===== config.mk =====
export PLATFORM = sky130hd
export DESIGN_NAME = pvc_vendor_regs
export DESIGN_NICKNAME = d
export VERILOG_FILES = /design/src/hw/pvc_mdio_slave.v /design/src/hw/pvc_led_stretch.v /design/src/hw/pvc_vendor_regs.v
export VERILOG_INCLUDE_DIRS = /design/src /design/src/pkg
export SDC_FILE = /design/constraint.sdc
export NUM_CORES = 1
export LEC_CHECK = 0
export ABC_AREA = 1
export BUFFER_PORTS_ARGS = -buffer_cell sky130_fd_sc_hd__buf_2
export CAP_MARGIN = 0
export CORE_ASPECT_RATIO = 1.1
export CORE_MARGIN = 10
export CORE_UTILIZATION = 50
export CTS_BUF_LIST = sky130_fd_sc_hd__clkbuf_16
export DETAILED_ROUTE_END_ITERATION = 7
export PLACE_DENSITY = 0.66
export SYNTH_ARGS = -nofsm -noshare
export SYNTH_HDL_FRONTEND = slang
export SYNTH_SLANG_ARGS = --single-unit

===== constraint.sdc =====
create_clock -name clk_i -period 4 [get_ports clk_i]
set_clock_uncertainty 0.1 [all_clocks]
set_input_delay 0.8 -clock clk_i [delete_from_list [all_inputs] [get_ports clk_i]]
set_output_delay 0.8 -clock clk_i [all_outputs]
set_load 0.01 [all_outputs]

===== src/pkg/pvc_defines.vh =====
// register addresses, field positions and reset values of the vendor bank
// assumes a 5-bit register address as carried by the serial management frame
`ifndef PVC_DEFINES_VH
`define PVC_DEFINES_VH
`define PVC_ADDR_CTRL     5'h10
`define PVC_ADDR_STAT     5'h11
`define PVC_ADDR_MASK     5'h12
`define PVC_ADDR_INTERRUPT_STATUS_REG    5'h13
`define PVC_CTRL_LO_SPD   9
`define PVC_CTRL_HI_SPD   8
`define PVC_CTRL_NEG_STOP 7
`define PVC_CTRL_NS_CLR   6
`define PVC_CTRL_SLC_FRZ  5
`define PVC_CTRL_SLEEP    4
`define PVC_CTRL_RSV3     3
`define PVC_CTRL_SPEED    2
`define PVC_CTRL_POWER    1
`define PVC_CTRL_RSV0     0
`define PVC_CTRL_RESET    16'h0001
`define PVC_CTRL_WMASK    16'h03F7
`define PVC_STAT_LINK     10
`define PVC_STAT_LEDBYP   9
`define PVC_STAT_RXPWR    6
`define PVC_STAT_RXSPD    5
`define PVC_STAT_RXVER    4
`define PVC_MASK_RESET    16'h0000
`define PVC_MASK_WMASK    16'hFF0F
`define PVC_MDIO_PRE      32
`endif


===== src/hw/pvc_mdio_slave.v =====
// serial management slave: clause-22 style frames on mdc/mdio
// assumes mdc already synchronous to clk_i; pin drive as two signals, data and enable
`timescale 1ns/1ps
`include "pvc_defines.vh"
module pvc_mdio_slave #(
  parameter [4:0] PHY_ADDR = 5'h01
) (
  input  wire        clk_i,
  input  wire        rst_i,
  input  wire        ce_i,
  input  wire        mdc_i,
  input  wire        mdio_i,
  output reg         mdio_o,
  output reg         mdio_oe_o,
  output reg         wr_o,
  output reg         rd_o,
  output reg  [4:0]  addr_o,
  output reg  [15:0] wdata_o,
  input  wire [15:0] rdata_i
);
  localparam S_IDLE = 4'b0001;
  localparam S_HEAD = 4'b0010;
  localparam S_TURN = 4'b0100;
  localparam S_DATA = 4'b1000;
  reg [3:0]  state_ff;
  reg        mdc_d_ff;
  reg [5:0]  cnt_ff;
  reg [13:0] hdr_ff;
  reg [15:0] sh_ff;
  wire rise = mdc_i & ~mdc_d_ff;
  wire fall = ~mdc_i & mdc_d_ff;
  wire is_rd = (hdr_ff[11:10] == 2'b10);
  wire mine  = (hdr_ff[9:5] == PHY_ADDR);
  always @(posedge clk_i) begin
    if (rst_i) begin
      state_ff  <= S_IDLE;
      mdc_d_ff  <= 1'b0;
      cnt_ff    <= 6'h00;
      hdr_ff    <= 14'h0000;
      sh_ff     <= 16'h0000;
      mdio_o    <= 1'b1;
      mdio_oe_o <= 1'b0;
      wr_o      <= 1'b0;
      rd_o      <= 1'b0;
      addr_o    <= 5'h00;
      wdata_o   <= 16'h0000;
    end else if (ce_i) begin
      mdc_d_ff <= mdc_i;
      wr_o     <= 1'b0;
      rd_o     <= 1'b0;
      case (state_ff)
        S_IDLE: begin
          // hold the read drive until the fall that closes the last data bit
          if (fall) mdio_oe_o <= 1'b0;
          if (rise) begin
            if (mdio_i) begin
              if (cnt_ff != 6'h3F) cnt_ff <= cnt_ff + 6'h01;
            end else begin
              // frame starts on the first zero after a full preamble
              if (cnt_ff >= 6'd`PVC_MDIO_PRE) begin
                state_ff <= S_HEAD;
                hdr_ff   <= 14'h0000;
              end
              cnt_ff <= 6'h00;
            end
          end
        end
        S_HEAD: if (rise) begin
          hdr_ff <= {hdr_ff[12:0], mdio_i};
          cnt_ff <= cnt_ff + 6'h01;
          if (cnt_ff == 6'd12) begin
            state_ff <= S_TURN;
            cnt_ff   <= 6'h00;
            addr_o   <= {hdr_ff[3:0], mdio_i};
          end
        end
        S_TURN: begin
          if (rise) cnt_ff <= cnt_ff + 6'h01;
          if (rise && cnt_ff == 6'h00 && is_rd && mine) begin
            rd_o  <= 1'b1;
            sh_ff <= rdata_i;
          end
          // drive the zero turnaround bit, then data, on falling edges
          if (fall && cnt_ff == 6'h01 && is_rd && mine) begin
            mdio_oe_o <= 1'b1;
            mdio_o    <= 1'b0;
          end
          if (rise && cnt_ff == 6'h01) begin
            state_ff <= S_DATA;
            cnt_ff   <= 6'h00;
          end
        end
        S_DATA: begin
          if (fall && is_rd && mine) begin
            mdio_o <= sh_ff[15];
            sh_ff  <= {sh_ff[14:0], 1'b0};
          end
          if (rise) begin
            if (!is_rd) sh_ff <= {sh_ff[14:0], mdio_i};
            cnt_ff <= cnt_ff + 6'h01;
            if (cnt_ff == 6'd15) begin
              state_ff <= S_IDLE;
              cnt_ff   <= 6'h00;
              if (!is_rd && mine) begin
                wr_o    <= 1'b1;
                wdata_o <= {sh_ff[14:0], mdio_i};
              end
            end
          end
        end
        default: state_ff <= S_IDLE;
      endcase
    end
  end
endmodule // pvc_mdio_slave


===== src/hw/pvc_led_stretch.v =====
// pulse stretcher for one indicator output
// assumes one-cycle activity pulses from the datapath
`timescale 1ns/1ps
module pvc_led_stretch #(
  parameter W   = 16,
  parameter LEN = 16'hFFFF
) (
  input  wire clk_i,
  input  wire rst_i,
  input  wire ce_i,
  input  wire bypass_i,
  input  wire act_i,
  output reg  led_o
);
  reg [W-1:0] cnt_ff;
  always @(posedge clk_i) begin
    if (rst_i) begin
      cnt_ff <= {W{1'b0}};
      led_o  <= 1'b0;
    end else if (ce_i) begin
      if (bypass_i) begin
        cnt_ff <= {W{1'b0}};
        led_o  <= act_i;
      end else begin
        if (act_i) cnt_ff <= LEN[W-1:0];
        else if (cnt_ff != {W{1'b0}}) cnt_ff <= cnt_ff - {{(W-1){1'b0}}, 1'b1};
        led_o <= act_i | (cnt_ff != {W{1'b0}});
      end
    end
  end
endmodule // pvc_led_stretch


===== src/hw/pvc_vendor_regs.v =====
// vendor control, link status and interrupt mask bank with interrupt pin
// assumes straps, status inputs and event pulses are synchronous to clk_i
//
// Overview of operation
// - control bit 9 at one forces low transmit speed and sends remote commands
// - control bit 8 at one forces high transmit speed and sends remote commands
// - control bit 7 at one halts node address negotiation
// - writing one to control bit 6 clears the noise event register
// - control bit 5 at one freezes receive slice adaptation
// - control bit 4 at one enters sleep, oscillator and clock stay up
// - leaving sleep keeps configuration and resets the state machine
// - control bit 2 selects speed and loads from the speed strap at reset
// - control bit 1 selects power and loads from the power strap at reset
// - status bit 10 shows link integrity, zero after reset
// - status bit 9 at one bypasses led pulse stretching
// - status bit 6 shows received signal power high
// - status bit 5 shows high receive speed
// - status bit 4 shows received version not zero
// - reserved status bits written zero, read zero, reset zero
// - mask bits 15 to 10 block six software interrupt sources
// - mask bit 9 blocks received management word valid
// - mask bit 8 blocks transmit management word ready
// - mask bits 3 and 2 block frame received and frame sent
// - mask bits 1 and 0 block remote command in and out
// - status flags record events whatever the mask holds
`timescale 1ns/1ps
`include "pvc_defines.vh"
module pvc_vendor_regs #(
  parameter [4:0] PHY_ADDR = 5'h01,
  parameter       LED_W    = 16,
  parameter       LED_LEN  = 16'hFFFF
) (
  input  wire        clk_i,
  input  wire        rst_i,
  input  wire        ce_i,
  input  wire        mdc_i,
  input  wire        mdio_i,
  output wire        mdio_o,
  output wire        mdio_oe_o,
  input  wire        speed_strap_pin_i,
  input  wire        power_strap_pin_i,
  input  wire        link_up_flag_i,
  input  wire        rx_power_level_i,
  input  wire        rx_speed_level_i,
  input  wire        rx_version_nonzero_i,
  input  wire [5:0]  sw_irq_set_i,
  input  wire        rx_mgmt_word_valid_set_i,
  input  wire        tx_mgmt_word_ready_set_i,
  input  wire        frame_received_i,
  input  wire        frame_sent_i,
  input  wire        remote_cmd_in_i,
  input  wire        remote_cmd_out_i,
  input  wire        rx_act_i,
  input  wire        tx_act_i,
  output reg         remote_low_speed_cmd_o,
  output reg         remote_high_speed_cmd_o,
  output reg         node_addr_negotiation_stop_o,
  output reg         noise_event_clear_o,
  output reg         slice_adapt_freeze_o,
  output reg         sleep_request_o,
  output reg         fsm_reset_o,
  output reg         speed_high_o,
  output reg         power_high_o,
  output wire        led_rx_o,
  output wire        led_tx_o,
  output reg         irq_n_o
);
  reg  [15:0] ctrl_ff;
  reg  [15:0] nxt_ctrl;
  reg  [15:0] mask_ff;
  reg  [15:0] interrupt_status_reg_ff;
  reg  [15:0] nxt_interrupt_status_reg;
  reg         ledbyp_ff;
  reg  [3:0]  stat_ff;
  reg         strap_done_ff;
  reg  [15:0] rdata;
  wire        wr;
  wire [4:0]  addr;
  wire [15:0] wdata;
  wire [15:0] ev;

  function hit;
    input [4:0] a;
    input [4:0] r;
    begin
      hit = (a == r);
    end
  endfunction

  pvc_mdio_slave #(
    .PHY_ADDR (PHY_ADDR)
  ) u_mdio (
    .clk_i     (clk_i),
    .rst_i     (rst_i),
    .ce_i      (ce_i),
    .mdc_i     (mdc_i),
    .mdio_i    (mdio_i),
    .mdio_o    (mdio_o),
    .mdio_oe_o (mdio_oe_o),
    .wr_o      (wr),
    .rd_o      (),
    .addr_o    (addr),
    .wdata_o   (wdata),
    .rdata_i   (rdata)
  );

  // event vector laid out like the mask so one or-reduce serves all
  assign ev = {sw_irq_set_i, rx_mgmt_word_valid_set_i, tx_mgmt_word_ready_set_i, 4'h0,
               frame_received_i, frame_sent_i, remote_cmd_in_i, remote_cmd_out_i};

  always @* begin
    rdata = 16'h0000;
    if (hit(addr, `PVC_ADDR_CTRL)) rdata = ctrl_ff;
    else if (hit(addr, `PVC_ADDR_STAT)) begin
      rdata[`PVC_STAT_LINK]   = stat_ff[3];
      rdata[`PVC_STAT_LEDBYP] = ledbyp_ff;
      rdata[`PVC_STAT_RXPWR]  = stat_ff[2];
      rdata[`PVC_STAT_RXSPD]  = stat_ff[1];
      rdata[`PVC_STAT_RXVER]  = stat_ff[0];
    end
    else if (hit(addr, `PVC_ADDR_MASK)) rdata = mask_ff;
    else if (hit(addr, `PVC_ADDR_INTERRUPT_STATUS_REG)) rdata = interrupt_status_reg_ff;
  end

  always @* begin
    nxt_ctrl = ctrl_ff;
    if (wr && hit(addr, `PVC_ADDR_CTRL)) begin
      // reserved bits keep their fixed values whatever the host writes
      nxt_ctrl = (wdata & `PVC_CTRL_WMASK) | `PVC_CTRL_RESET;
    end
    // strap levels are caught once, on the first enabled cycle after release
    if (!strap_done_ff) begin
      nxt_ctrl[`PVC_CTRL_SPEED] = speed_strap_pin_i;
      nxt_ctrl[`PVC_CTRL_POWER] = power_strap_pin_i;
    end
  end

  always @* begin
    // set wins over a same-cycle clear
    nxt_interrupt_status_reg = interrupt_status_reg_ff;
    if (wr && hit(addr, `PVC_ADDR_INTERRUPT_STATUS_REG)) nxt_interrupt_status_reg = interrupt_status_reg_ff & ~wdata;
    nxt_interrupt_status_reg = nxt_interrupt_status_reg | (ev & `PVC_MASK_WMASK);
  end

  always @(posedge clk_i) begin
    if (rst_i) begin
      ctrl_ff       <= `PVC_CTRL_RESET;
      mask_ff       <= `PVC_MASK_RESET;
      interrupt_status_reg_ff      <= 16'h0000;
      ledbyp_ff     <= 1'b0;
      stat_ff       <= 4'h0;
      strap_done_ff <= 1'b0;
    end else if (ce_i) begin
      strap_done_ff <= 1'b1;
      ctrl_ff       <= nxt_ctrl;
      interrupt_status_reg_ff      <= nxt_interrupt_status_reg;
      stat_ff       <= {link_up_flag_i, rx_power_level_i, rx_speed_level_i,
                        rx_version_nonzero_i};
      if (wr && hit(addr, `PVC_ADDR_STAT)) ledbyp_ff <= wdata[`PVC_STAT_LEDBYP];
      if (wr && hit(addr, `PVC_ADDR_MASK)) mask_ff <= wdata & `PVC_MASK_WMASK;
    end
  end

  always @(posedge clk_i) begin
    if (rst_i) begin
      remote_low_speed_cmd_o       <= 1'b0;
      remote_high_speed_cmd_o      <= 1'b0;
      node_addr_negotiation_stop_o <= 1'b0;
      noise_event_clear_o          <= 1'b0;
      slice_adapt_freeze_o         <= 1'b0;
      sleep_request_o              <= 1'b0;
      fsm_reset_o                  <= 1'b0;
      speed_high_o                 <= 1'b0;
      power_high_o                 <= 1'b0;
      irq_n_o                      <= 1'b1;
    end else if (ce_i) begin
      remote_low_speed_cmd_o       <= nxt_ctrl[`PVC_CTRL_LO_SPD];
      remote_high_speed_cmd_o      <= nxt_ctrl[`PVC_CTRL_HI_SPD];
      node_addr_negotiation_stop_o <= nxt_ctrl[`PVC_CTRL_NEG_STOP];
      // one pulse per write of one, so the noise register clears once
      noise_event_clear_o <= wr && hit(addr, `PVC_ADDR_CTRL) && wdata[`PVC_CTRL_NS_CLR];
      slice_adapt_freeze_o <= nxt_ctrl[`PVC_CTRL_SLC_FRZ];
      sleep_request_o      <= nxt_ctrl[`PVC_CTRL_SLEEP];
      // configuration stays in ctrl_ff; only the datapath machine is reset
      fsm_reset_o  <= ctrl_ff[`PVC_CTRL_SLEEP] & ~nxt_ctrl[`PVC_CTRL_SLEEP];
      speed_high_o <= nxt_ctrl[`PVC_CTRL_SPEED];
      power_high_o <= nxt_ctrl[`PVC_CTRL_POWER];
      irq_n_o      <= ~|(nxt_interrupt_status_reg & ~mask_ff);
    end
  end

  pvc_led_stretch #(
    .W   (LED_W),
    .LEN (LED_LEN)
  ) u_led_rx (
    .clk_i    (clk_i),
    .rst_i    (rst_i),
    .ce_i     (ce_i),
    .bypass_i (ledbyp_ff),
    .act_i    (rx_act_i),
    .led_o    (led_rx_o)
  );

  pvc_led_stretch #(
    .W   (LED_W),
    .LEN (LED_LEN)
  ) u_led_tx (
    .clk_i    (clk_i),
    .rst_i    (rst_i),
    .ce_i     (ce_i),
    .bypass_i (ledbyp_ff),
    .act_i    (tx_act_i),
    .led_o    (led_tx_o)
  );
endmodule // pvc_vendor_regs


==> results of run 1 <==
==> report_power, final <==
| group | internal [W] | switching, W |
|---|---|---|
| registers | 0.00150 | 0.0000795 |
| clock network | 0.00104 | 0.000639 |
| logic | 0.000204 | 0.000411 |
| total | 0.00275 | 0.00113 |
==> cells by family (layout without fill, tap and decap cells) <==
| kind of cell | after synthesis | count (layout) | share of synthesized area, % |
|---|---|---|---|
| buffers and inverters | 199 | 226 | 10.63 |
| AND/OR/NAND/NOR | 462 | 462 | 27.86 |
| flip-flops | 142 | 142 | 38.40 |
| AO/OA/AOI/OAI | 306 | 306 | 21.92 |
| adder cells (fa/ha/maj) | 7 | 7 | 1.183 |
==> stage by stage <==
step,util [%],power [W]
2_1_floorplan,-,0.002082
3_3_place_gp,52.93,0.002213
3_5_place_dp,52.93,0.002219
4_1_cts,57.22,0.003893
5_1_grt,57.22,0.004062
6_report,57.22,0.003877
==> per-layer routing <==
metal,vias to the layer above,part of all wire [%],track usage [%]
li1,3695,-,-
met1,3239,47,25.93
met2,213,46,30.96
met3,28,5.5,4.136
met4,0,1.7,6.610
met5,-,0,0
==> synth_stat cells, types with 2 or more instances <==
master                     instances
sky130_fd_sc_hd__nand3_2           3
sky130_fd_sc_hd__a211oi_1         11
sky130_fd_sc_hd__nand3_1          57
sky130_fd_sc_hd__o21ai_0         107
sky130_fd_sc_hd__nand4_1           8
sky130_fd_sc_hd__ha_1              7
sky130_fd_sc_hd__nor2_4            2
sky130_fd_sc_hd__buf_1             3
sky130_fd_sc_hd__o22ai_1           9
sky130_fd_sc_hd__o311ai_0          2
sky130_fd_sc_hd__inv_2             8
sky130_fd_sc_hd__nand3_4           2
sky130_fd_sc_hd__nand2_2           5
sky130_fd_sc_hd__nand3b_1         19
sky130_fd_sc_hd__o21a_1            2
sky130_fd_sc_hd__nor3_1            8
sky130_fd_sc_hd__dfxtp_1         142
sky130_fd_sc_hd__nor2_1          102
sky130_fd_sc_hd__o21ai_1          10
sky130_fd_sc_hd__nor2_2            9
sky130_fd_sc_hd__nor4_1            5
sky130_fd_sc_hd__a31oi_1           4
sky130_fd_sc_hd__nand2_1         235
sky130_fd_sc_hd__buf_2            13
sky130_fd_sc_hd__buf_4             4
sky130_fd_sc_hd__o211ai_1          8
sky130_fd_sc_hd__a21oi_1         149
sky130_fd_sc_hd__inv_1           144
sky130_fd_sc_hd__clkbuf_1         25
==> sequential cells by signal (all words and copies together), names as in the netlist, 6 cells and up <==
name	cells
u_mdio.hdr_ff	12
u_mdio.sh_ff	16
u_mdio.cnt_ff	6
mask_ff	12
u_mdio.wdata_o	16
u_led_tx.cnt_ff	16
u_led_rx.cnt_ff	16
ctrl_ff	8
interrupt_status_reg_ff	16
==> layout make-up <==
class                           instances  area [um^2]  share of cell area, %
Tap cell                              192        240.2                  2.906
Inverter                              152        570.5                  6.902
Clock inverter                         15        195.2                  2.361
Timing Repair Buffer                   42        220.2                  2.664
Sequential cell                       142         2843                  34.39
Multi-Input combinational cell        775         3772                  45.63
Clock buffer                           17        425.4                  5.146
==> final timing paths <==
path | from | cells past startpoint | endpoint | slack (ns)
worst max register to register | u_mdio.state_ff[1]$_SDFFE_PP0P_ | 12 | u_mdio.sh_ff[7]$_SDFFE_PP0P_ | 1.60
worst min-delay path | interrupt_status_reg_ff[5]$_SDFFE_PP0P_ | 2 | interrupt_status_reg_ff[5]$_SDFFE_PP0P_ | 0.36
worst max-delay path | u_mdio.state_ff[1]$_SDFFE_PP0P_ | 12 | u_mdio.sh_ff[7]$_SDFFE_PP0P_ | 1.60
worst min register to register | interrupt_status_reg_ff[5]$_SDFFE_PP0P_ | 2 | interrupt_status_reg_ff[5]$_SDFFE_PP0P_ | 0.36
==> worst min-delay path, delay by kind of cell, from the launching register on <==
kind / cells / cell delay [ns]
AND/OR/NAND/NOR: 2 / 0.12
flip-flops: 1 / 0.31
==> results.env, run 1 <==
CAP_VIOLATIONS=0
YOSYS_WARNINGS=0
SYNTH_SEQ_AREA_SHARE_PCT=38.40
PLACE.GP.CONGESTION=0.8433
CLK_ROOT_BUFFER_CELL='sky130_fd_sc_hd__clkbuf_16'
SYNTH-MAIN-FF-CELL='sky130_fd_sc_hd__dfxtp_1'
GLOBALROUTETOTALUTIL_PCT=19.62
FIRSTDRTPASSITERS=5
WL_PER_CELL_UM=14.70
FINAL.PERIOD_UTILIZATION_PCT=60.01
COUNT_OF_BOUNDARY_I_O_PINS=39
CLKTRANSATPATHREGS_NS=0.06
DP_HPWL_UM=13350
TIMING.FINAL.SETUP_VIOLATIONS=0
ANT_NETS=0
WORSTMARGINPINSLEW_NS=0.9431
FINAL-MAX-SLEW-VIOLATION-COUNT=0
CLK-INSERTION-DELAY-LATE_NS=0.43
POST_CTS.REPAIR.SETUP_BUFFERS=0
FINAL-INSTANCE-COUNT-EXCL-FILL=1335
HOLD_VIO_CNT_FINAL=0
MOSTFREQUENTLAYOUTCELL='sky130_fd_sc_hd__nand2_1'
WORST_HOLD_PATH_TYPE='flip-flop to flip-flop'
DESIGN.FINAL.NETS=1162
TIMING.FMAX_MHz=416.6
SETUP_REPAIR_AFTER_GLOBAL_ROUTING_MISSED_ITS_MARGIN='false'
ROUTE.DETAILED.VIAS_PER_INST=5.375
WORSTPATHREQUIRED_NS=4.28
SYNTHESIS.AREA_UM2=7402
RUN_STATUS='finished clean'
LAYOUT-AREA-OVERHEAD-VS-SYNTH_PCT=11.68
SYNTHESIS.AREA_PER_INSTANCE_UM2=6.633
GR-TOTAL-OVERFLOW=0
GRT_PASS1_WL_UM=32480
CELLPOWERDENSITY_nW_PER_UM2=469.0
CRITICAL-PATH-TOP-DELAY-FAMILY='simple AND/OR/NAND/NOR gates'
CRITICAL_PATH_CELL_BY_CELL='nor2_4 > nand3_4 > nand2_2 > nand2_2 > nor2_1 > nand2_1 > buf_4 > inv_1 > o21ai_1 > a21oi_1 > nand2_1 > inv_1'
CRITPATHARRIVALTIME_NS=2.68
SYNTHESIS.INSTANCES=1116
CRIT_PATH_BUFFERS_INVERTERS=3
CRITICAL-PATH-MAX-STAGE-DELAY_NS=0.35
POST-PLACE-CELLS=1303
POST-SYNTH-TOP-AREA-FRACTION_PCT=38.40
TIMING.SETUP.CRITICAL_PATH_CLASS='flip-flop to flip-flop'
NUMBER_OF_DISTINCT_LIBRARY_CELLS_AFTER_SYNTHESIS=42
PIN_COUNT_OF_THE_BIGGEST_NET_ENTERING_GLOBAL_ROUTING=81
TRITONCTS='yes'
CTS.HOLD.BUFFERS_ADDED=0
ROWS=46
PLACE_AREA_UM2=7646
POST_CTS_RESIZED=0
CRITICAL_PATH.MAX_FANOUT=34
DIEHEIGHT_UM=147.6
TIMING.HOLD.WS_NS=0.3639
DRTITER0DRC=451
GRT_ANTENNA_BEFORE_REPAIR=0
TOTAL_DIE_AREA_UM2=20080
VIA_COUNT_OF_THE_FIRST_GLOBAL_ROUTING_PASS=6623
CRITICAL-PATH-SLOWEST-CELL='sky130_fd_sc_hd__dfxtp_1'
DETAILROUTE.VIA_COUNT=7175
INSERTEDDIODECOUNT=0
SYNTH-EDFF-COUNT=0
STARTPOINT_TYPE='flip-flop'
CTS-HTREE-LEVELS=4
WORST_SLEW_MARGIN_REL_PCT=37.12
START_UTIL_PCT=51.24
PLACE_WS_NS=1.309
ROUTED_WL_UM=19620
FINAL_DESIGN_AREA_NO_FILL_UM2=8267
RESIDUAL_DRC_COUNT=0
TRITONCTS.NUM_BUFFERS=17
YS_ASYNC_SR_FRACTION_PCT=0
FINAL_LAYOUT_SIZE_SUFFIX_GT1_SHARE_PCT=9.274
TIMING.CRITICAL_PATH.TO_TYPE='flip-flop'
YS_FF_LATCH=142
FILLERS=1469
SYNTH.LARGEST_AREA_CELL='sky130_fd_sc_hd__dfxtp_1'
PEAKVDDDROP_mV=0.2948
PERIOD_NEEDED_NS=2.401
CTS.SINK_COUNT=142
YOSYS-TOP-CELLS-AREA='sky130_fd_sc_hd__dfxtp_1, sky130_fd_sc_hd__nand2_1, sky130_fd_sc_hd__a21oi_1, sky130_fd_sc_hd__inv_1, sky130_fd_sc_hd__o21ai_0'
MOSTFREQUENTLAYOUTCELLS='sky130_fd_sc_hd__nand2_1, sky130_fd_sc_hd__a21oi_1, sky130_fd_sc_hd__inv_1'
CELLLEAKAGEPOWER_nW=3.549
IO_BUFFER_COUNT=38
FINAL_CRITICAL_PATH_SETUP_SLACK_NS=1.600
CORE_FOOTPRINT_UM2=14450
CLK_PATH_BUF_DEPTH=2
TOTALNEGATIVESETUPSLACK_NS=0
MAPPEDNETLISTNETS=1148
FLOORPLAN.DIE.WIDTH_UM=136.0
Power figures use the tool's default switching activity.
==> inputs of run 2 (changes only) <==
- clock period: 4 -> 2.45 ns (I/O delays scaled with it)
==> run 2 against run 1 <==
Effect of this change:
- die area is the same
- critical endpoint is now u_mdio.sh_ff[9]$_SDFFE_PP0P_
- critical path depth shrank 1
- global-route usage grew 0.38 points
- first-iteration DRC count shrank 5.3%
- clock power grew 60%
- non-clock buffer count grew 23
- fmax grew 18%
- largest power group unchanged
==> results.env, run 2 (synthesis results as in run 1) <==
TIMING.CRITICAL_PATH.FROM='u_mdio.hdr_ff[6]$_SDFFE_PP0P_'
WORST_R2R_PATH_DEPTH=11  # -1
LAYOUT.CORE_UTILIZATION_PCT=58.55  # +1.3 points
DETAILROUTE.VIA_COUNT=7225  # +0.70%
CTS.SINK_COUNT=142  # unchanged
GRT_PASS1_WL_UM=33320  # +2.6%
START_UTIL_PCT=51.24  # unchanged
RUN_STATUS='finished clean'
TIMING.FMAX_MHz=491.4  # +18%
COUNT_OF_BOUNDARY_I_O_PINS=39  # unchanged
DRTITER0DRC=427  # -5.3%
CPMOSTUSEDCELL='sky130_fd_sc_hd__nand2_1'
FIRSTDRTPASSITERS=8  # +3
CLK_ROOT_BUFFER_CELL='sky130_fd_sc_hd__clkbuf_16'
ROUTE.DETAILED.VIAS_PER_INST=5.320  # -1.0%
POST_CTS_RESIZED=0  # unchanged
R2R_START='u_mdio.hdr_ff[6]$_SDFFE_PP0P_'
CLOCK_GROUP_SHARE_OF_TOTAL_POWER_PCT=42.5  # -0.8 points
TIMING.SETUP.CRITICAL_PATH_CLASS='flip-flop to flip-flop'
CORE_FOOTPRINT_UM2=14450  # unchanged
FINAL-MAX-SLEW-VIOLATION-COUNT=0  # unchanged
TOTAL_DIE_AREA_UM2=20080  # unchanged
MOSTFREQUENTLAYOUTCELLS='sky130_fd_sc_hd__nand2_1, sky130_fd_sc_hd__a21oi_1, sky130_fd_sc_hd__inv_1'
TRITONCTS='yes'
GLOBALROUTETOTALUTIL_PCT=20.01  # +0.38 points
GR-TOTAL-OVERFLOW=0  # unchanged
WL_PER_CELL_UM=14.54  # -1.1%
CRITICAL_PATH.MAX_FANOUT=22  # -35%
WORSTMARGINPINSLEW_NS=0.6556  # -0.2875 ns
STARTPOINT_TYPE='flip-flop'
TRITONCTS.NUM_BUFFERS=17  # unchanged
DIEHEIGHT_UM=147.6  # unchanged
PEAKVDDDROP_mV=0.5116  # +74%
VIA_COUNT_OF_THE_FIRST_GLOBAL_ROUTING_PASS=6771  # +2.2%
WORST_SLEW_MARGIN_REL_PCT=56.18  # +19 points
POST_CTS.REPAIR.SETUP_BUFFERS=0  # unchanged
IO_BUFFER_COUNT=38  # unchanged
INTERNAL-POWER_W=0.004487  # +63%
FILLERS=1437  # -2.2%
RESIDUAL_DRC_COUNT=0  # unchanged
CRITPATHARRIVALTIME_NS=2.25  # -0.43 ns
DP_HPWL_UM=13850  # +3.8%
SW_FRAC_OF_TOTAL_PCT=28.73  # -0.41 points
CRITICAL-PATH-SLOWEST-CELL='sky130_fd_sc_hd__nand2_1'
TOTALNEGATIVESETUPSLACK_NS=0  # unchanged
PLACE.GP.CONGESTION=0.8424  # -0.11%
POWER_SHARE_OF_THE_COMBINATIONAL_GROUP_PCT=16.5  # +0.6 points
INSERTEDDIODECOUNT=0  # unchanged
WORSTPATHREQUIRED_NS=2.67  # -1.61 ns
CRITICAL_PATH_CELL_BY_CELL='inv_1 > nand2_1 > nor2_1 > nand3_1 > inv_1 > nand2_1 > nand2_1 > buf_4 > nand3b_1 > a21oi_1 > nor2_1'
CELLPOWERDENSITY_nW_PER_UM2=744.3  # +59%
WORST_HOLD_PATH_TYPE='primary input to flip-flop'
REGISTER_SHARE_OF_TOTAL_POWER_PCT=41.0  # +0.2 points
TIMING.FINAL.SETUP_VIOLATIONS=0  # unchanged
CLKTRANSATPATHREGS_NS=0.06  # about the same
PERIOD_NEEDED_NS=2.035  # -0.3653 ns
SETUP_REPAIR_AFTER_GLOBAL_ROUTING_MISSED_ITS_MARGIN='false'
PIN_COUNT_OF_THE_BIGGEST_NET_ENTERING_GLOBAL_ROUTING=63  # -22%
LAST_ELEMENT_OF_THE_CRITICAL_PATH='u_mdio.sh_ff[9]$_SDFFE_PP0P_'
HOLD_VIO_CNT_FINAL=0  # unchanged
WORSTREG2REGEND='u_mdio.sh_ff[9]$_SDFFE_PP0P_'
DESIGN.FINAL.NETS=1185  # +2.0%
TIMING.CRITICAL_PATH.TO_TYPE='flip-flop'
CTS-HTREE-LEVELS=4  # unchanged
ROWS=46  # unchanged
CLK_PATH_BUF_DEPTH=2  # unchanged
FLOORPLAN.DIE.WIDTH_UM=136.0  # unchanged
CELLLEAKAGEPOWER_nW=3.673  # +3.5%
SWITCHING_POWER_TOTAL_W=0.001809  # +60%
FINAL_LAYOUT_SIZE_SUFFIX_GT1_SHARE_PCT=10.89  # +1.6 points
ANT_NETS=0  # unchanged
CTS.HOLD.BUFFERS_ADDED=0  # unchanged
CLK-INSERTION-DELAY-LATE_NS=0.42  # about the same
CAP_VIOLATIONS=0  # unchanged
CRITICAL-PATH-MAX-STAGE-DELAY_NS=0.49  # +0.14 ns
MOSTFREQUENTLAYOUTCELL='sky130_fd_sc_hd__nand2_1'
GRT_ANTENNA_BEFORE_REPAIR=0  # unchanged
WORST-R2R-SETUP-SLACK_NS=0.41  # -1.18 ns
FINAL.PERIOD_UTILIZATION_PCT=83.07  # +23 points
ROUTED_WL_UM=19740  # +0.61%
LAYOUT-AREA-OVERHEAD-VS-SYNTH_PCT=14.27
## run 2: changes by cell type in the layout (fill, tap and decap cells not counted), sizes merged
cell | before | now
buf | 42 | 65
clkinv | 5 | 10
clkinvlp | 3 | 1
inv | 155 | 152
## run 2: worst min-delay path by stage
stage | slack, ns | end | start | cells after the start
3_5_place_dp | 0.36 | interrupt_status_reg_ff[5]$_SDFFE_PP0P_ | interrupt_status_reg_ff[5]$_SDFFE_PP0P_ | 2
2_1_floorplan | 0.34 | interrupt_status_reg_ff[5]$_SDFFE_PP0P_ | interrupt_status_reg_ff[5]$_SDFFE_PP0P_ | 2
6_report | 0.19 | stat_ff[2]$_SDFFE_PP0P_ | rx_power_level_i | 3
4_1_cts | 0.18 | stat_ff[2]$_SDFFE_PP0P_ | rx_power_level_i | 3
3_3_place_gp | 0.35 | interrupt_status_reg_ff[5]$_SDFFE_PP0P_ | interrupt_status_reg_ff[5]$_SDFFE_PP0P_ | 2
5_1_grt | 0.20 | stat_ff[0]$_SDFFE_PP0P_ | rx_version_nonzero_i | 3
## run 2: stage by stage
step / worst slack (ns) / hold slack, ns / cells / total power [W] / cell area [um^2]
after floorplan: 0.7471 / 0.3393 / 1116 / 0.003399 / 7402
after global placement: 0.3036 / 0.3530 / 1326 / 0.003650 / 7856
after detailed placement: 0.2901 / 0.3568 / 1326 / 0.003659 / 7856
after CTS: 0.4087 / 0.1839 / 1358 / 0.006334 / 8458
after global routing: 0.1654 / 0.2011 / 1358 / 0.006631 / 8458
final: 0.4148 / 0.1906 / 1358 / 0.006296 / 8458
## run 2: power groups by stage
stage / registers (W) / clock network, W / logic, W
final: 0.00258 / 0.00268 / 0.00104
after detailed placement: 0.00263 / 0 / 0.00103
after global routing: 0.00260 / 0.00283 / 0.00120
after floorplan: 0.00260 / 0 / 0.000797
after global placement: 0.00262 / 0 / 0.00103
after CTS: 0.00258 / 0.00272 / 0.00104
## run 2: area by class of cell
cell class | count | area, um^2 | share of cell area, %
sequential | 142 | 2843 | 33.61
inverter | 152 | 570.5 | 6.746
multi-input combinational | 775 | 3772 | 44.60
clock buffer | 17 | 425.4 | 5.030
tap | 192 | 240.2 | 2.840
timing repair buffer | 65 | 430.4 | 5.089
clock inverter | 15 | 176.4 | 2.086
## run 2: critical path, delay by kind of cell (launching register included)
| family | cells | cell delay (ns) |
|---|---|---|
| and+or+nand+nor | 7 | 0.95 |
| buffers and inverters | 3 | 0.42 |
| DFF | 1 | 0.31 |
| AOI/OAI and AO/OA | 1 | 0.14 |
## run 2: metal layers
layer	routed length (um)	up-vias	track usage (%)	share of wire (%)
met1	9075	3290	25.82	46
met4	410	0	6.930	2.1
met2	9381	159	32.56	48
met3	872	37	3.729	4.4
li1	-	3739	-	-
met5	0	-	0	0
==> inputs of run 3 (changes only) <==
- PLACE_DENSITY: 0.66 -> 0.69
- clock period: 2.45 -> 1.8 ns (I/O delays scaled with it)
==> run 3 against run 2 <==
Effect of this change:
- via count is 4.5% higher
- register-to-register slack worse by 0.34 ns
- die area stayed put
- critical path type unchanged
- critical endpoint is now u_mdio.sh_ff[5]$_SDFFE_PP0P_
==> results.env, run 3 (synthesis results as in run 1) <==
SETUP_REPAIR_AFTER_GLOBAL_ROUTING_MISSED_ITS_MARGIN='true'
CELLLEAKAGEPOWER_nW=3.970  # +8.1%
PLACE_AREA_UM2=8162  # +3.9%
TOTAL_DIE_AREA_UM2=20080  # unchanged
TIMING.HOLD.WS_NS=0.06850  # -0.1221 ns
CLK-INSERTION-DELAY-LATE_NS=0.42  # about the same
PLACE.GP.CONGESTION=0.8929  # +6.0%
TIMING.CRITICAL_PATH.FROM='u_mdio.state_ff[0]$_SDFFE_PP1P_'
VIA_COUNT_OF_THE_FIRST_GLOBAL_ROUTING_PASS=6822  # +0.75%
DESIGN.FINAL.NETS=1236  # +4.3%
FINAL_LAYOUT_SIZE_SUFFIX_GT1_SHARE_PCT=19.06  # +8.2 points
CLK_ROOT_BUFFER_CELL='sky130_fd_sc_hd__clkbuf_16'
DP_HPWL_UM=14010  # +1.1%
CLKTRANSATPATHREGS_NS=0.06  # about the same
GRT_ANTENNA_BEFORE_REPAIR=0  # unchanged
CLK_PATH_BUF_DEPTH=2  # unchanged
TIMING.CRITICAL_PATH.TO_TYPE='flip-flop'
CTS-HTREE-LEVELS=4  # unchanged
CAP_VIOLATIONS=0  # unchanged
CRITICAL-PATH-SLOWEST-CELL='sky130_fd_sc_hd__dfxtp_4'
CRITPATHARRIVALTIME_NS=1.93  # -0.32 ns
RESIDUAL_DRC_COUNT=0  # unchanged
CRITICAL-PATH-MAX-STAGE-DELAY_NS=0.36  # -0.13 ns
WORST_HOLD_PATH_TYPE='primary input to flip-flop'
CELLPOWERDENSITY_nW_PER_UM2=973.0  # +31%
FINAL_DESIGN_AREA_NO_FILL_UM2=9174  # +8.5%
START_UTIL_PCT=51.24  # unchanged
CRITICAL_PATH.MAX_FANOUT=19  # -14%
STARTPOINT_TYPE='flip-flop'
DIEHEIGHT_UM=147.6  # unchanged
R2R_START='u_mdio.state_ff[0]$_SDFFE_PP1P_'
DETAILROUTE.VIA_COUNT=7552  # +4.5%
TOTALNEGATIVESETUPSLACK_NS=0  # unchanged
TIMING.SETUP.CRITICAL_PATH_CLASS='flip-flop to flip-flop'
COUNT_OF_BOUNDARY_I_O_PINS=39  # unchanged
LAUNCH_INSTANCE_OF_THE_WORST_MIN_DELAY_PATH='rx_version_nonzero_i'
HOLD_VIO_CNT_FINAL=0  # unchanged
CRITICAL_PATH_CELL_BY_CELL='nor2_4 > nand3_4 > nand2_2 > nand2_2 > nor2_2 > nand2_2 > buf_12 > a21oi_1 > a21oi_1'
TOTAL_POWER_W=0.008926  # +42%
RUN_STATUS='finished clean'
TRITONCTS='yes'
ROUTE.DETAILED.VIAS_PER_INST=5.360  # +0.74%
ANT_NETS=0  # unchanged
CRITICAL-PATH-TOP-DELAY-FAMILY='simple AND/OR/NAND/NOR gates'
INSERTEDDIODECOUNT=0  # unchanged
FLOORPLAN.DIE.WIDTH_UM=136.0  # unchanged
LAYOUT-AREA-OVERHEAD-VS-SYNTH_PCT=23.94
PEAKVDDDROP_mV=0.6937  # +36%
CTS.SINK_COUNT=142  # unchanged
CPMOSTUSEDCELL='sky130_fd_sc_hd__nand2_2'
IO_BUFFER_COUNT=38  # unchanged
ROWS=46  # unchanged
PIN_COUNT_OF_THE_BIGGEST_NET_ENTERING_GLOBAL_ROUTING=62  # -1.6%
TIMING.FMAX_MHz=579.0  # +18%
FINAL.PERIOD_UTILIZATION_PCT=95.95  # +13 points
TRITONCTS.NUM_BUFFERS=17  # unchanged
WORSTMARGINPINSLEW_NS=0.4073  # -0.2483 ns
MOSTFREQUENTLAYOUTCELL='sky130_fd_sc_hd__nand2_1'
GLOBALROUTETOTALUTIL_PCT=19.59  # -0.41 points
CTS.HOLD.BUFFERS_ADDED=0  # unchanged
WORST_SLEW_MARGIN_REL_PCT=72.85  # +17 points
TIMING.FINAL.SETUP_VIOLATIONS=0  # unchanged
ROUTED_WL_UM=20340  # +3.0%
MOSTFREQUENTLAYOUTCELLS='sky130_fd_sc_hd__nand2_1, sky130_fd_sc_hd__a21oi_1, sky130_fd_sc_hd__inv_1'
WL_PER_CELL_UM=14.43  # -0.71%
PERIOD_NEEDED_NS=1.727  # -0.3081 ns
GR-TOTAL-OVERFLOW=0  # unchanged
CORE_FOOTPRINT_UM2=14450  # unchanged
FIRSTDRTPASSITERS=5  # -3
CRIT_PATH_BUFFERS_INVERTERS=1  # -2
FINAL-MAX-SLEW-VIOLATION-COUNT=0  # unchanged
DRTITER0DRC=667  # +56%
WORSTPATHREQUIRED_NS=2.00  # -0.67 ns
GRT_PASS1_WL_UM=32740  # -1.7%
[run 3: final cells by class]
cell class	count	area, um^2
Inverter	152	575.6
Clock buffer	17	425.4
Multi-Input combinational cell	775	4004
Clock inverter	15	177.7
Timing Repair Buffer	116	887.1
Fill cell	1328	5273
Sequential cell	142	2864
Tap cell	192	240.2
[run 3: timing repair]
action                     in CTS  in global routing
setup endpoints to repair      20                 75
gates resized for setup         6                 83
gates cloned                    0                  2
setup buffers                   0                 10
pin swaps                       0                 21
[run 3: tightest hold or removal path, cell delays in order]
cell,delay [ns]
sky130_fd_sc_hd__buf_2,0.08
sky130_fd_sc_hd__nor2_1,0.03
sky130_fd_sc_hd__nor2_1,0.08
[run 3: worst paths after layout]
kind                                   to  slack, ns  depth (start not counted)
max          u_mdio.sh_ff[5]$_SDFFE_PP0P_       0.07                          9
min               stat_ff[0]$_SDFFE_PP0P_       0.07                          3
max reg2reg  u_mdio.sh_ff[5]$_SDFFE_PP0P_       0.07                          9
min reg2reg  u_mdio.sh_ff[0]$_SDFFE_PP0P_       0.36                          2
[run 3: metrics by stage]
| step | utilization [%] | cells | setup WS (ns) |
|---|---|---|---|
| finish | 63.50 | 1409 | 0.07288 |
| floorplan | - | 1116 | 0.1351 |
| global route | 63.50 | 1409 | -0.04638 |
| CTS | 60.86 | 1397 | 0.01389 |
| detailed placement | 56.50 | 1365 | -0.06804 |
| global placement | 56.50 | 1365 | -0.02904 |
[run 3: power breakdown]
part	internal [W]	switching (W)	leakage [nW]
Combinational	0.000689	0.00107	2.51
Sequential	0.00335	0.000178	1.16
Clock	0.00229	0.00135	0.294
Total	0.00633	0.00260	3.97
[run 3: metal layers]
| metal | global-route usage [%] | up-vias | routed length (um) | share of wire [%] |
|---|---|---|---|---|
| met5 | 0 | - | 0 | 0 |
| met4 | 6.716 | 0 | 372 | 1.8 |
| met3 | 3.695 | 35 | 1111 | 5.5 |
| met2 | 31.52 | 212 | 9644 | 47 |
| met1 | 25.60 | 3460 | 9208 | 45 |
| li1 | - | 3845 | - | - |
